===== config.mk =====
export PLATFORM = sky130hd
export DESIGN_NAME = smc_command_port
export DESIGN_NICKNAME = d
export VERILOG_FILES = /design/src/rtl/smc_command_port.v
export VERILOG_INCLUDE_DIRS = /design/src /design/src/rtl
export SDC_FILE = /design/constraint.sdc
export NUM_CORES = 1
export LEC_CHECK = 0
export BUFFER_PORTS_ARGS = -buffer_cell sky130_fd_sc_hd__buf_2
export CAP_MARGIN = 5
export CORE_MARGIN = 4
export CORE_UTILIZATION = 45
export DETAILED_ROUTE_END_ITERATION = 10
export PLACE_DENSITY = 0.7
export SETUP_SLACK_MARGIN = 0.5
export SKIP_CTS_REPAIR_TIMING = 1
export SYNTH_ARGS = -nofsm -noshare
export SYNTH_HDL_FRONTEND = slang
export SYNTH_SLANG_ARGS = --single-unit

===== constraint.sdc =====
create_clock -name sys_clk -period 1.45 [get_ports sys_clk]
set_clock_uncertainty 0.05 [all_clocks]
set_input_delay 0.145 -clock sys_clk [delete_from_list [all_inputs] [get_ports sys_clk]]
set_output_delay 0.145 -clock sys_clk [all_outputs]
set_load 0.05 [all_outputs]

===== src/rtl/smc_defs.vh =====
`ifndef SMC_DEFS_VH
`define SMC_DEFS_VH
// command bus codes, 6 bits
`define SMC_OP_GET_INPUT_HEADER 3'h1
`define SMC_OP_STORE_INPUT_CELL 3'h4
`define SMC_OP_LOAD_OUTPUT_CELL 3'h6
`define SMC_CMD_GET_INPUT_STATUS 6'h12
`define SMC_CMD_GET_ERROR_BITS 6'h16
`define SMC_CMD_REFRESH 6'h17
`define SMC_CMD_PUT_EDIT_HEADER 6'h3C
`define SMC_CMD_PUT_EDIT_HEADER_CRC 6'h3D
`define SMC_CMD_PUT_OUTPUT_HEADER 6'h3E
`define SMC_CMD_PUT_OUTPUT_HEADER_CRC 6'h39
`define SMC_CMD_LOAD_CONFIG_REGISTER 6'h3A
`define SMC_CMD_IDLE 6'h00
// request kinds on the user port
`define SMC_REQ_GET_INPUT_HEADER 4'h0
`define SMC_REQ_GET_INPUT_STATUS 4'h1
`define SMC_REQ_GET_ERROR_BITS 4'h2
`define SMC_REQ_STORE_INPUT_CELL 4'h3
`define SMC_REQ_LOAD_OUTPUT_CELL 4'h4
`define SMC_REQ_PUT_EDIT_HEADER 4'h5
`define SMC_REQ_PUT_EDIT_HEADER_CRC 4'h6
`define SMC_REQ_REFRESH 4'h7
`define SMC_REQ_LOAD_CONFIG_REGISTER 4'h8
`define SMC_REQ_PUT_OUTPUT_HEADER 4'h9
`define SMC_REQ_PUT_OUTPUT_HEADER_CRC 4'hA
// reset timing, in system clock cycles
`define SMC_RESET_HOLD_CYCLES 4'h8
`define SMC_RESET_PROCESS_CYCLES 13'h1FFF
`endif


===== src/rtl/smc_command_port.v =====
`timescale 1ns/1ps
`include "smc_defs.vh"
// Operation
// get input header drives 001 on bits 5..3, buffer index below.
// input status 010010, error bits 010110, refresh 010111.
// store input cell drives 100 on bits 5..3, buffer index below.
// load output cell drives 110 on bits 5..3, output index below.
// edit header 111100, edit header with crc 111101.
// output header 111110, with crc 111001, load config 111010.
// no command code outside the defined set is ever issued.
// outside party holds reset input high at least 8 cycles.
// reset done reported 8191 cycles after reset input falls.
// reset output high within 2 cycles of reset input high.
// pacing inputs period at least 3 cycles, phases 1.2 cycles.
// a full input buffer seen in status gets a store scheduled.
// index bits carry buffer number 000 through 111.
// command bus changes only on clock edges, held one full cycle.
module smc_command_port (
  input wire sys_clk,
  input wire rst_b,
  input wire reset_input,
  input wire pacing_input_high_priority,
  input wire pacing_input_second_priority,
  input wire req_valid,
  input wire [3:0] req_kind,
  input wire [2:0] req_index,
  input wire status_valid,
  input wire [7:0] status_full,
  output wire req_ready,
  output reg [5:0] command_bus,
  output reg command_valid,
  output reg reset_output,
  output reg reset_done,
  output reg pacing_high_tick,
  output reg pacing_second_tick
);
  reg [2:0] rin_sync_q;
  reg [2:0] ph_sync_q;
  reg [2:0] ps_sync_q;
  reg [12:0] rst_cnt_q;
  reg [7:0] store_pend_q;
  reg [7:0] store_pend_d;
  reg [5:0] code_d;
  reg code_ok_d;
  reg store_pick_d;
  reg [2:0] store_idx_d;
  integer i;
  // two-flop sync plus one stage for edge detection
  always @(posedge sys_clk) begin
    if (!rst_b) begin
      rin_sync_q <= 3'h0;
      ph_sync_q <= 3'h0;
      ps_sync_q <= 3'h0;
    end else begin
      rin_sync_q <= {rin_sync_q[1:0], reset_input};
      ph_sync_q <= {ph_sync_q[1:0], pacing_input_high_priority};
      ps_sync_q <= {ps_sync_q[1:0], pacing_input_second_priority};
    end
  end
  // pacing falling edges; inputs obeying min period are never missed
  always @(posedge sys_clk) begin
    if (!rst_b) begin
      pacing_high_tick <= 1'b0;
      pacing_second_tick <= 1'b0;
    end else begin
      pacing_high_tick <= ph_sync_q[2] & ~ph_sync_q[1];
      pacing_second_tick <= ps_sync_q[2] & ~ps_sync_q[1];
    end
  end
  // reset output follows the synced input; internal reset count on release
  always @(posedge sys_clk) begin
    if (!rst_b) begin
      reset_output <= 1'b1;
      reset_done <= 1'b0;
      rst_cnt_q <= 13'h0;
    end else begin
      // flop after the first stage of the reset synchroniser, so the pin shows within two edges
      reset_output <= rin_sync_q[0];
      if (rin_sync_q[1]) begin
        rst_cnt_q <= 13'h0;
        reset_done <= 1'b0;
      end else if (rst_cnt_q != `SMC_RESET_PROCESS_CYCLES) begin
        rst_cnt_q <= rst_cnt_q + 13'h1;
      end else begin
        reset_done <= 1'b1;
      end
    end
  end
  // pick lowest pending store
  always @* begin
    store_pick_d = |store_pend_q;
    store_idx_d = 3'h0;
    for (i = 7; i >= 0; i = i - 1) begin
      if (store_pend_q[i]) begin
        store_idx_d = i[2:0];
      end
    end
  end
  // request decode; unknown kinds are accepted and dropped
  always @* begin
    code_ok_d = 1'b1;
    case (req_kind)
      `SMC_REQ_GET_INPUT_HEADER: code_d = {`SMC_OP_GET_INPUT_HEADER, req_index};
      `SMC_REQ_GET_INPUT_STATUS: code_d = `SMC_CMD_GET_INPUT_STATUS;
      `SMC_REQ_GET_ERROR_BITS: code_d = `SMC_CMD_GET_ERROR_BITS;
      `SMC_REQ_REFRESH: code_d = `SMC_CMD_REFRESH;
      `SMC_REQ_STORE_INPUT_CELL: code_d = {`SMC_OP_STORE_INPUT_CELL, req_index};
      `SMC_REQ_LOAD_OUTPUT_CELL: code_d = {`SMC_OP_LOAD_OUTPUT_CELL, req_index};
      `SMC_REQ_PUT_EDIT_HEADER: code_d = `SMC_CMD_PUT_EDIT_HEADER;
      `SMC_REQ_PUT_EDIT_HEADER_CRC: code_d = `SMC_CMD_PUT_EDIT_HEADER_CRC;
      `SMC_REQ_PUT_OUTPUT_HEADER: code_d = `SMC_CMD_PUT_OUTPUT_HEADER;
      `SMC_REQ_PUT_OUTPUT_HEADER_CRC: code_d = `SMC_CMD_PUT_OUTPUT_HEADER_CRC;
      `SMC_REQ_LOAD_CONFIG_REGISTER: code_d = `SMC_CMD_LOAD_CONFIG_REGISTER;
      default: begin
        code_d = `SMC_CMD_IDLE;
        code_ok_d = 1'b0;
      end
    endcase
  end
  // user requests wait while a scheduled store is pending
  assign req_ready = reset_done & ~store_pick_d;
  // pending stores: status full sets win over the clear of an issued store
  always @* begin
    store_pend_d = store_pend_q;
    if (reset_done && store_pick_d) begin
      store_pend_d[store_idx_d] = 1'b0;
    end
    if (status_valid) begin
      store_pend_d = store_pend_d | status_full;
    end
  end
  always @(posedge sys_clk) begin
    if (!rst_b) begin
      store_pend_q <= 8'h0;
      command_bus <= `SMC_CMD_IDLE;
      command_valid <= 1'b0;
    end else begin
      store_pend_q <= store_pend_d;
      // one code per cycle, registered on the rising edge
      if (reset_done && store_pick_d) begin
        command_bus <= {`SMC_OP_STORE_INPUT_CELL, store_idx_d};
        command_valid <= 1'b1;
      end else if (req_ready && req_valid && code_ok_d) begin
        command_bus <= code_d;
        command_valid <= 1'b1;
      end else begin
        command_bus <= `SMC_CMD_IDLE;
        command_valid <= 1'b0;
      end
    end
  end
endmodule


==> results of run 1 <==
sequential cells by signal (all words and copies together) (netlist names):
signal,flops
reset_output,1
pacing_high_tick,1
reset_done,1
store_pend_q,8
pacing_second_tick,1
ps_sync_q,3
rin_sync_q,2
rst_cnt_q,13
command_bus,6
command_valid,1
ph_sync_q,3
report_power, final:
group,total (uW),internal [uW],switching (uW),leakage [uW]
sequential,1160,1130,31.8,0.000337
clock,873,449,424,0.0000530
combinational,266,127,139,0.000710
total,2300,1710,595,0.00110
cells in the final DEF (no fill, tap or decap), types with 3 or more instances in the layout:
cell and n:
a21boi_1 5, a21oi_1 8, a31oi_1 4, and2_1 8, buf_2 21, buf_4 28, buf_6 5, buf_8 12
clkbuf_8 5, dfxtp_1 19, dfxtp_2 17, dfxtp_4 4, inv_1 6, nand2_1 13, nand3_1 6, nor2_1 18
nor2b_1 5, nor3_1 3, o21ai_0 10, o21ai_2 4
layout make-up:
type	instances	area [sq um]
Inverter	6	22.5
Multi-Input combinational cell	145	1120
Sequential cell	40	837
Clock inverter	2	16.3
Timing Repair Buffer	67	572
Tap cell	48	60.1
Clock buffer	6	93.8
Fill cell	270	996
Yosys cell counts, drive strengths merged (4+ instances only):
cell type / n
a21boi: 7
a21oi: 10
a31oi: 5
and2: 9
clkbuf: 9
dfxtp: 40
inv: 6
nand2: 15
nand3: 9
nor2: 19
nor2b: 5
nor3: 4
o21ai: 15
layer usage:
layer / vias up / track usage (%) / wire (um)
met5: - / 0 / 0
met4: 0 / 7.72 / 70
met3: 6 / 4.26 / 193
met2: 41 / 24.4 / 2260
met1: 766 / 21.9 / 2020
li1: 842 / - / -
cells by family after synthesis:
| group | count (synthesis) | share of synthesized area [%] |
|---|---|---|
| AND/OR/NAND/NOR | 82 | 26.2 |
| AO/OA/AOI/OAI | 56 | 21.3 |
| flip-flops | 40 | 45.4 |
| buffers and inverters | 16 | 3.40 |
| XOR/XNOR | 5 | 2.48 |
| multiplexers | 1 | 0.567 |
| adder cells (fa/ha/maj) | 1 | 0.709 |
final timing paths:
check | start | endpoint | slack, ns | cells past startpoint
worst max-delay path | store_pend_q[1] | req_ready | -0.35 | 4
worst max register to register | store_pend_q[1] | store_pend_q[7] | -0.29 | 4
worst min-delay path | reset_input | rin_sync_q[0] | -0.005 | 2
worst min register to register | ps_sync_q[1] | pacing_second_tick | 0.35 | 1
stage by stage:
step / TNS [ns] / area [sq um] / hold WS, ns
after global placement: -0.250 / 2180 / 0.302
after global routing: -2.74 / 2720 / 0.0000925
after floorplan: -0.735 / 1850 / 0.168
after detailed placement: -0.602 / 2180 / 0.305
final: -1.75 / 2720 / -0.00522
after CTS: -1.13 / 2290 / -0.0140
==> summary.txt, run 1 <==
STA
  • Period Utilization, post-route: 124%
  • Fmax achieved: 554 MHz
  • Tmin final: 1.80 ns
  • Max Transition Viols Final: 0
  • Slew headroom: 74.1%
  • Final setup viols: 14
  • Hold WS: -0.00522 ns
  • RSZ-0062 raised after global routing: yes
  • Slew @ Worst Pin: 0.387 ns
  • Final Hold Viols: 2
  • Worst setup margin: -0.354 ns

Power and ir drop
  • Max IR drop VDD: 596 uV
  • Leak: 0.00110 uW
  • Final Power: 2300 uW
  • Pwr dens: 846 mW/mm^2

Die
  • Die width: 70.6 um
  • I/O Pins: 34
  • Std-Cell Rows: 22
  • Die Y: 70.6 um
  • Die area: 0.00499 sq mm
  • Starting Density: 47.5%
  • Core area: 0.00372 sq mm

Flow run
  • Max cap viols: 0

Setup path
  • Slowest stage delay, CP: 0.43 ns
  • CP Capture Type: output pin
  • CP Cell Sequence: or3b_4 -> nor3_4 -> and2_4 -> buf_8
  • CP Buf/Inv Count: 1
  • Worst path top cell family by delay: simple AND/OR/NAND/NOR gates
  • Crit Path Max Fanout: 4
  • Worst setup path class: register to output pin
  • WP data required: 1.25 ns
  • Critical Path AT: 1.61 ns
  • Critical Path Start Type: register
  • Worst path slowest cell: or3b_4

Clocking
  • H-tree Lvls: 2
  • Num Clock Sinks: 40
  • Clk root buf: clkbuf_8
  • CTS clk-pin slew, worst paths: 0.08 ns
  • TritonCTS clock tree: built
  • Clk_lat worst skew: 0.30 ns
  • Max Root-Sink Buffers: 2
  • CTS buffer count: 5

Outcome
  • Status: finished with violations
  • Failing checks: negative hold slack, negative setup slack

Route
  • # DRC: 0
  • DRT iter0 DRCs: 133
  • DRT Pass-1 Iters: 4
  • DR vias/cell: 5.27
  • Wire per inst: 14.5 um
  • Vias: 1655
  • Final wirelength: 4550 um
  • DRT antenna net count: 0

Synthesis
  • Synth top area share: 45.4%
  • Leading area contributor after synthesis: dfxtp_1
  • Asr flop ratio synth: 0%
  • Main synth FF type: dfxtp_1
  • Main area contributors after synthesis: dfxtp_1 45%, nor2_1 4.0%, and2_1 3.2%
  • Cells after synthesis: 201
  • Post-synth EDFFs: 0
  • Mapped Nets: 224
  • Netlist cell types: 54
  • Synthesized area: 0.00176 sq mm
  • Register area share after synthesis: 45.4%
  • Syn Area/Cell: 8.78 sq um
  • Seq cells post-synth: 40
  • Synth warn: 0

Global route
  • First-pass GRT wire length: 6510 um
  • Vias in the first global route: 1457
  • Total GRT Usage: 16.3%
  • Initial antenna violation count: 0
  • Gr ovfl total: 0
  • Largest net degree at the start of global routing: 20

Placement
  • IO Port Bufs: 33
  • Worst slack at placement: -0.143 ns
  • Placed wire-length estimate: 2810 um
  • Dpl cells: 293
  • GPL Wtd Cong: 0.853

Cells and area
  • Diode count: 0
  • Area Growth Syn to Fin: 54.2%
  • Fin cells: 314
  • # nets final: 288
  • Layout cells sized above 1: 49.6%
  • Final core occ: 73.2%

Hold path
  • Type of the worst min-delay path: input port to register
(Power assumes the default switching activity.)
==> run 2: changes to the inputs <==
- GPL_TIMING_DRIVEN: not set -> 0
==> run 2 against run 1 <==
Net effect:
- the run still ends with negative hold slack, negative setup slack left
- sequential cell count did not move
- utilization fell by 2.1 points
- clock-buffer cell count did not move
- wire length rose by 0.11%
- global-route usage fell by 0.77 points
- clock power barely moved
==> summary.txt, run 2 (same netlist as run 1, synthesis figures left out) <==
Outcome
  • Failing checks: negative hold slack, negative setup slack
  • Status: finished with violations

Clocking
  • Max Root-Sink Buffers: 2
  • CTS buffer count: 5
  • Clk_lat worst skew: 0.30 ns
  • TritonCTS clock tree: built
  • Clk root buf: clkbuf_8
  • CTS clk-pin slew, worst paths: 0.08 ns
  • Num Clock Sinks: 40
  • H-tree Lvls: 2

Die
  • Starting Density: 47.5%
  • Core area: 0.00372 sq mm
  • Die Y: 70.6 um
  • Die area: 0.00499 sq mm
  • Std-Cell Rows: 22
  • I/O Pins: 34
  • Die width: 70.6 um

Cells and area
  • # nets final: 277
  • Largest reg by FF count: rst_cnt_q
  • Final core occ: 71.1%
  • Layout cells sized above 1: 45.5%
  • Max FFs per register: 13
  • Most common cell after layout, fill and taps aside: buf_2
  • Diode count: 0
  • Top flop regs: rst_cnt_q (13), store_pend_q (8), command_bus (6)
  • Commonest cells after routing, fill and taps aside: 19 x buf_2, 17 x nor2_1, 16 x dfxtp_2, 16 x dfxtp_1, 13 x nand2_1
  • Fin cells: 303
  • Area Growth Syn to Fin: 49.7%

Placement
  • IO Port Bufs: 31
  • GPL Wtd Cong: 0.800
  • Placed wire-length estimate: 2610 um
  • Dpl cells: 280
  • Worst slack at placement: -0.195 ns

STA
  • Slew headroom: 72.0%
  • Period Utilization, post-route: 122%
  • Hold WS: -0.00297 ns
  • RSZ-0062 raised after global routing: yes
  • Final Hold Viols: 2
  • Max Transition Viols Final: 0
  • Worst setup margin: -0.318 ns
  • Final setup viols: 15
  • Slew @ Worst Pin: 0.421 ns
  • Tmin final: 1.77 ns
  • Fmax achieved: 566 MHz

Setup path
  • Crit Path Max Fanout: 5
  • WP data required: 1.25 ns
  • Critical Path Start Type: register
  • Critical Path AT: 1.57 ns
  • CP Capture Type: output pin
  • Register-to-Register Setup Slack: -0.24 ns
  • Worst setup path class: register to output pin

Global route
  • Initial antenna violation count: 0
  • Largest net degree at the start of global routing: 15
  • First-pass GRT wire length: 6310 um
  • Total GRT Usage: 15.5%
  • Vias in the first global route: 1482
  • Gr ovfl total: 0

Route
  • DR vias/cell: 5.50
  • DRT antenna net count: 0
  • Final wirelength: 4550 um
  • DRT iter0 DRCs: 145
  • Vias: 1668
  • # DRC: 0
  • Wire per inst: 15.0 um
  • DRT Pass-1 Iters: 4

Hold path
  • Type of the worst min-delay path: input port to register

Power and ir drop
  • Leak: 0.00102 uW
  • Pwr dens: 863 mW/mm^2
  • Final Power: 2280 uW
  • Max IR drop VDD: 701 uV

Flow run
  • Max cap viols: 0
[run 2: where the power goes]
group | leakage, uW | internal, uW | switching, uW | total (uW)
sequential | 0.000340 | 1120 | 41.4 | 1160
clock | 0.0000530 | 449 | 422 | 871
combinational | 0.000631 | 117 | 128 | 245
total | 0.00102 | 1690 | 592 | 2280
[run 2: worst max-delay path, cell delays in order, from the launching register on]
cell and delay, ns:
dfxtp_4 0.36, or3b_4 0.43, nor3_4 0.16, and2_2 0.17, buf_6 0.15
[run 2: final cells by class]
type,instances,area (sq um)
multi-input combinational,145,1140
tap,48,60.1
fill,280,1070
clock inverter,2,16.3
timing repair buffer,46,407
buffer,10,50.0
inverter,6,22.5
sequential,40,851
clock buffer,6,93.8
[run 2: routing by layer]
layer	routed length [um]	track usage (%)	vias to the layer above
met5	0	0	-
met4	151	6.89	0
met3	211	3.55	17
met2	2240	24.8	45
met1	1950	20.1	780
li1	-	-	826
[run 2: through the flow]
step | cell area (sq um) | setup TNS, ns | hold slack [ns]
5_1_grt | 2640 | -2.54 | 0.0132
6_report | 2640 | -1.50 | -0.00297
3_5_place_dp | 2060 | -1.45 | 0.305
2_1_floorplan | 1850 | -0.735 | 0.168
3_3_place_gp | 2060 | -1.33 | 0.305
4_1_cts | 2170 | -2.27 | -0.00862
[run 2: path summary, 6_finish.rpt]
check	start	endpoint	depth (start not counted)
setup / recovery	store_pend_q[0]	req_ready	4
hold / removal	pacing_input_second_priority	ps_sync_q[0]	2
setup reg to reg	store_pend_q[0]	store_pend_q[7]	4
hold reg to reg	ps_sync_q[1]	pacing_second_tick	1
==> run 3: changes to the inputs <==
- CORE_UTILIZATION: 45 -> 49
- PLACE_DENSITY: 0.7 -> 0.75
==> run 3 against run 2 <==
Net effect:
- the flow still finishes with violations (negative hold slack, negative setup slack)
- total power down 4.1%
- critical path type unchanged
- die area is 7.3% lower
- sequential power is essentially flat
==> summary.txt, run 3 (same netlist as run 1, synthesis figures left out) <==
Route
  • DRT antenna net count: 0
  • Wire per inst: 14.2 um
  • DRT Pass-1 Iters: 4
  • # DRC: 0
  • DR vias/cell: 5.44
  • Vias: 1709
  • Final wirelength: 4450 um
  • DRT iter0 DRCs: 80

Setup path
  • CP Buf/Inv Count: 1
  • WP data required: 1.25 ns
  • Worst path slowest cell: or3b_4
  • Crit Path Max Fanout: 5
  • Slowest stage delay, CP: 0.41 ns
  • Critical Path Start Type: register
  • Worst setup path class: register to output pin
  • Critical Path AT: 1.67 ns
  • Worst path top cell family by delay: simple AND/OR/NAND/NOR gates
  • CP Cell Sequence: or3b_4 -> nor3_4 -> and2_4 -> buf_8
  • CP Capture Type: output pin

Clocking
  • CTS buffer count: 5
  • H-tree Lvls: 2
  • CTS clk-pin slew, worst paths: 0.12 ns
  • Clk root buf: clkbuf_4
  • Max Root-Sink Buffers: 2
  • Clk_lat worst skew: 0.36 ns
  • Num Clock Sinks: 40
  • TritonCTS clock tree: built

Die
  • Core area: 0.00342 sq mm
  • Std-Cell Rows: 21
  • Die width: 68.0 um
  • Die Y: 68.0 um
  • I/O Pins: 34
  • Die area: 0.00462 sq mm
  • Starting Density: 51.6%

Global route
  • Largest net degree at the start of global routing: 15
  • Initial antenna violation count: 0
  • First-pass GRT wire length: 5910 um
  • Total GRT Usage: 17.2%
  • Vias in the first global route: 1310
  • Gr ovfl total: 0

Power and ir drop
  • Switching Fraction: 25.9%
  • Switching pwr: 566 uW
  • Leak: 0.00105 uW
  • Seq pwr share: 53.3%
  • Comb pwr share: 12.1%
  • Cell internal pwr: 1620 uW
  • Clk pwr share: 34.7%
  • Pwr dens: 812 mW/mm^2
  • Max IR drop VDD: 694 uV

Cells and area
  • Fin cells: 314
  • Layout cells sized above 1: 43.7%
  • Multi-input combinational cell area: 0.00111 sq mm
  • Most common cell after layout, fill and taps aside: buf_2
  • # nets final: 290
  • Largest reg by FF count: rst_cnt_q
  • Commonest cells after routing, fill and taps aside: 19 x buf_2, 17 x nor2_1, 17 x dfxtp_2, 16 x buf_4, 15 x dfxtp_1
  • Diode count: 0
  • Area Growth Syn to Fin: 52.8%
  • Top flop regs: rst_cnt_q (13), store_pend_q (8), command_bus (6)
  • Number of fill cells: 220
  • Max FFs per register: 13
  • Storage element area: 852 sq um

STA
  • Slew headroom: 66.6%
  • Slew @ Worst Pin: 0.501 ns
  • RSZ-0062 raised after global routing: yes
  • Period Utilization, post-route: 129%
  • Final Hold Viols: 1
  • Hold WS: -0.00829 ns
  • Fmax achieved: 535 MHz
  • Max Transition Viols Final: 0
  • Final setup viols: 18
  • Worst setup margin: -0.418 ns
  • Tmin final: 1.87 ns

Placement
  • Dpl cells: 278
  • IO Port Bufs: 31
  • Placed wire-length estimate: 2510 um
  • GPL Wtd Cong: 0.805

Outcome
  • Failing checks: negative hold slack, negative setup slack
  • Status: finished with violations

Flow run
  • Max cap viols: 0

Hold path
  • Type of the worst min-delay path: input port to register
## run 3: cell types whose count changed in the layout (fill, tap and decap cells not counted), moves of 2 or more
cell	before	now
clkbuf_8	5	0
buf_4	9	16
dlygate4sd3_1	0	8
buf_6	7	4
o41ai_2	0	2
clkbuf_4	0	5
## run 3: final timing paths
path / startpoint / to / slack, ns / cells past startpoint
setup / recovery: store_pend_q[0] / req_ready / -0.42 / 4
hold / removal: status_full[3] / store_pend_q[3] / -0.008 / 3
setup reg to reg: store_pend_q[0] / store_pend_q[7] / -0.28 / 5
hold reg to reg: ps_sync_q[1] / pacing_second_tick / 0.37 / 1
## run 3: through the flow
step / worst slack, ns / total power [uW] / util (%) / cell area (sq um) / TNS [ns]
finish: -0.418 / 2190 / 78.9 / 2700 / -2.24
global route: -0.502 / 2290 / 78.9 / 2700 / -3.68
CTS: -0.600 / 2140 / 62.8 / 2150 / -2.54
detailed placement: -0.177 / 1390 / 60.4 / 2060 / -1.50
global placement: -0.191 / 1390 / 60.4 / 2060 / -1.72
floorplan: -0.201 / 1330 / - / 1850 / -0.735
## run 3: layer usage
layer	vias up	share of wire [%]	global-route usage, %	wire, um
met5	-	0	0	0
met4	0	1.5	7.44	68
met3	7	5.1	4.43	226
met2	49	52	25.3	2310
met1	801	41	23.6	1850
li1	852	-	-	-
## run 3: power by group through the flow
stage               clock network [uW]  logic, uW  registers [uW]
finish                             759        264            1170
global route                       823        293            1170
CTS                                769        203            1170
detailed placement                   0        202            1190
global placement                     0        200            1190
floorplan                            0        135            1190
## run 3: tightest hold or removal path, stage by stage
cell and delay (ns):
buf_2 0.09, nand2_1 0.06, a21boi_0 0.07
## run 3: final cells by class
class                      instances  area share [%]
multi-input combinational        145            41.2
sequential                        40            31.6
timing repair buffer              59            19.3
tap                               46            2.14
buffer                            10            1.81
clock inverter                     3            1.72
clock buffer                       5            1.39
inverter                           6           0.836
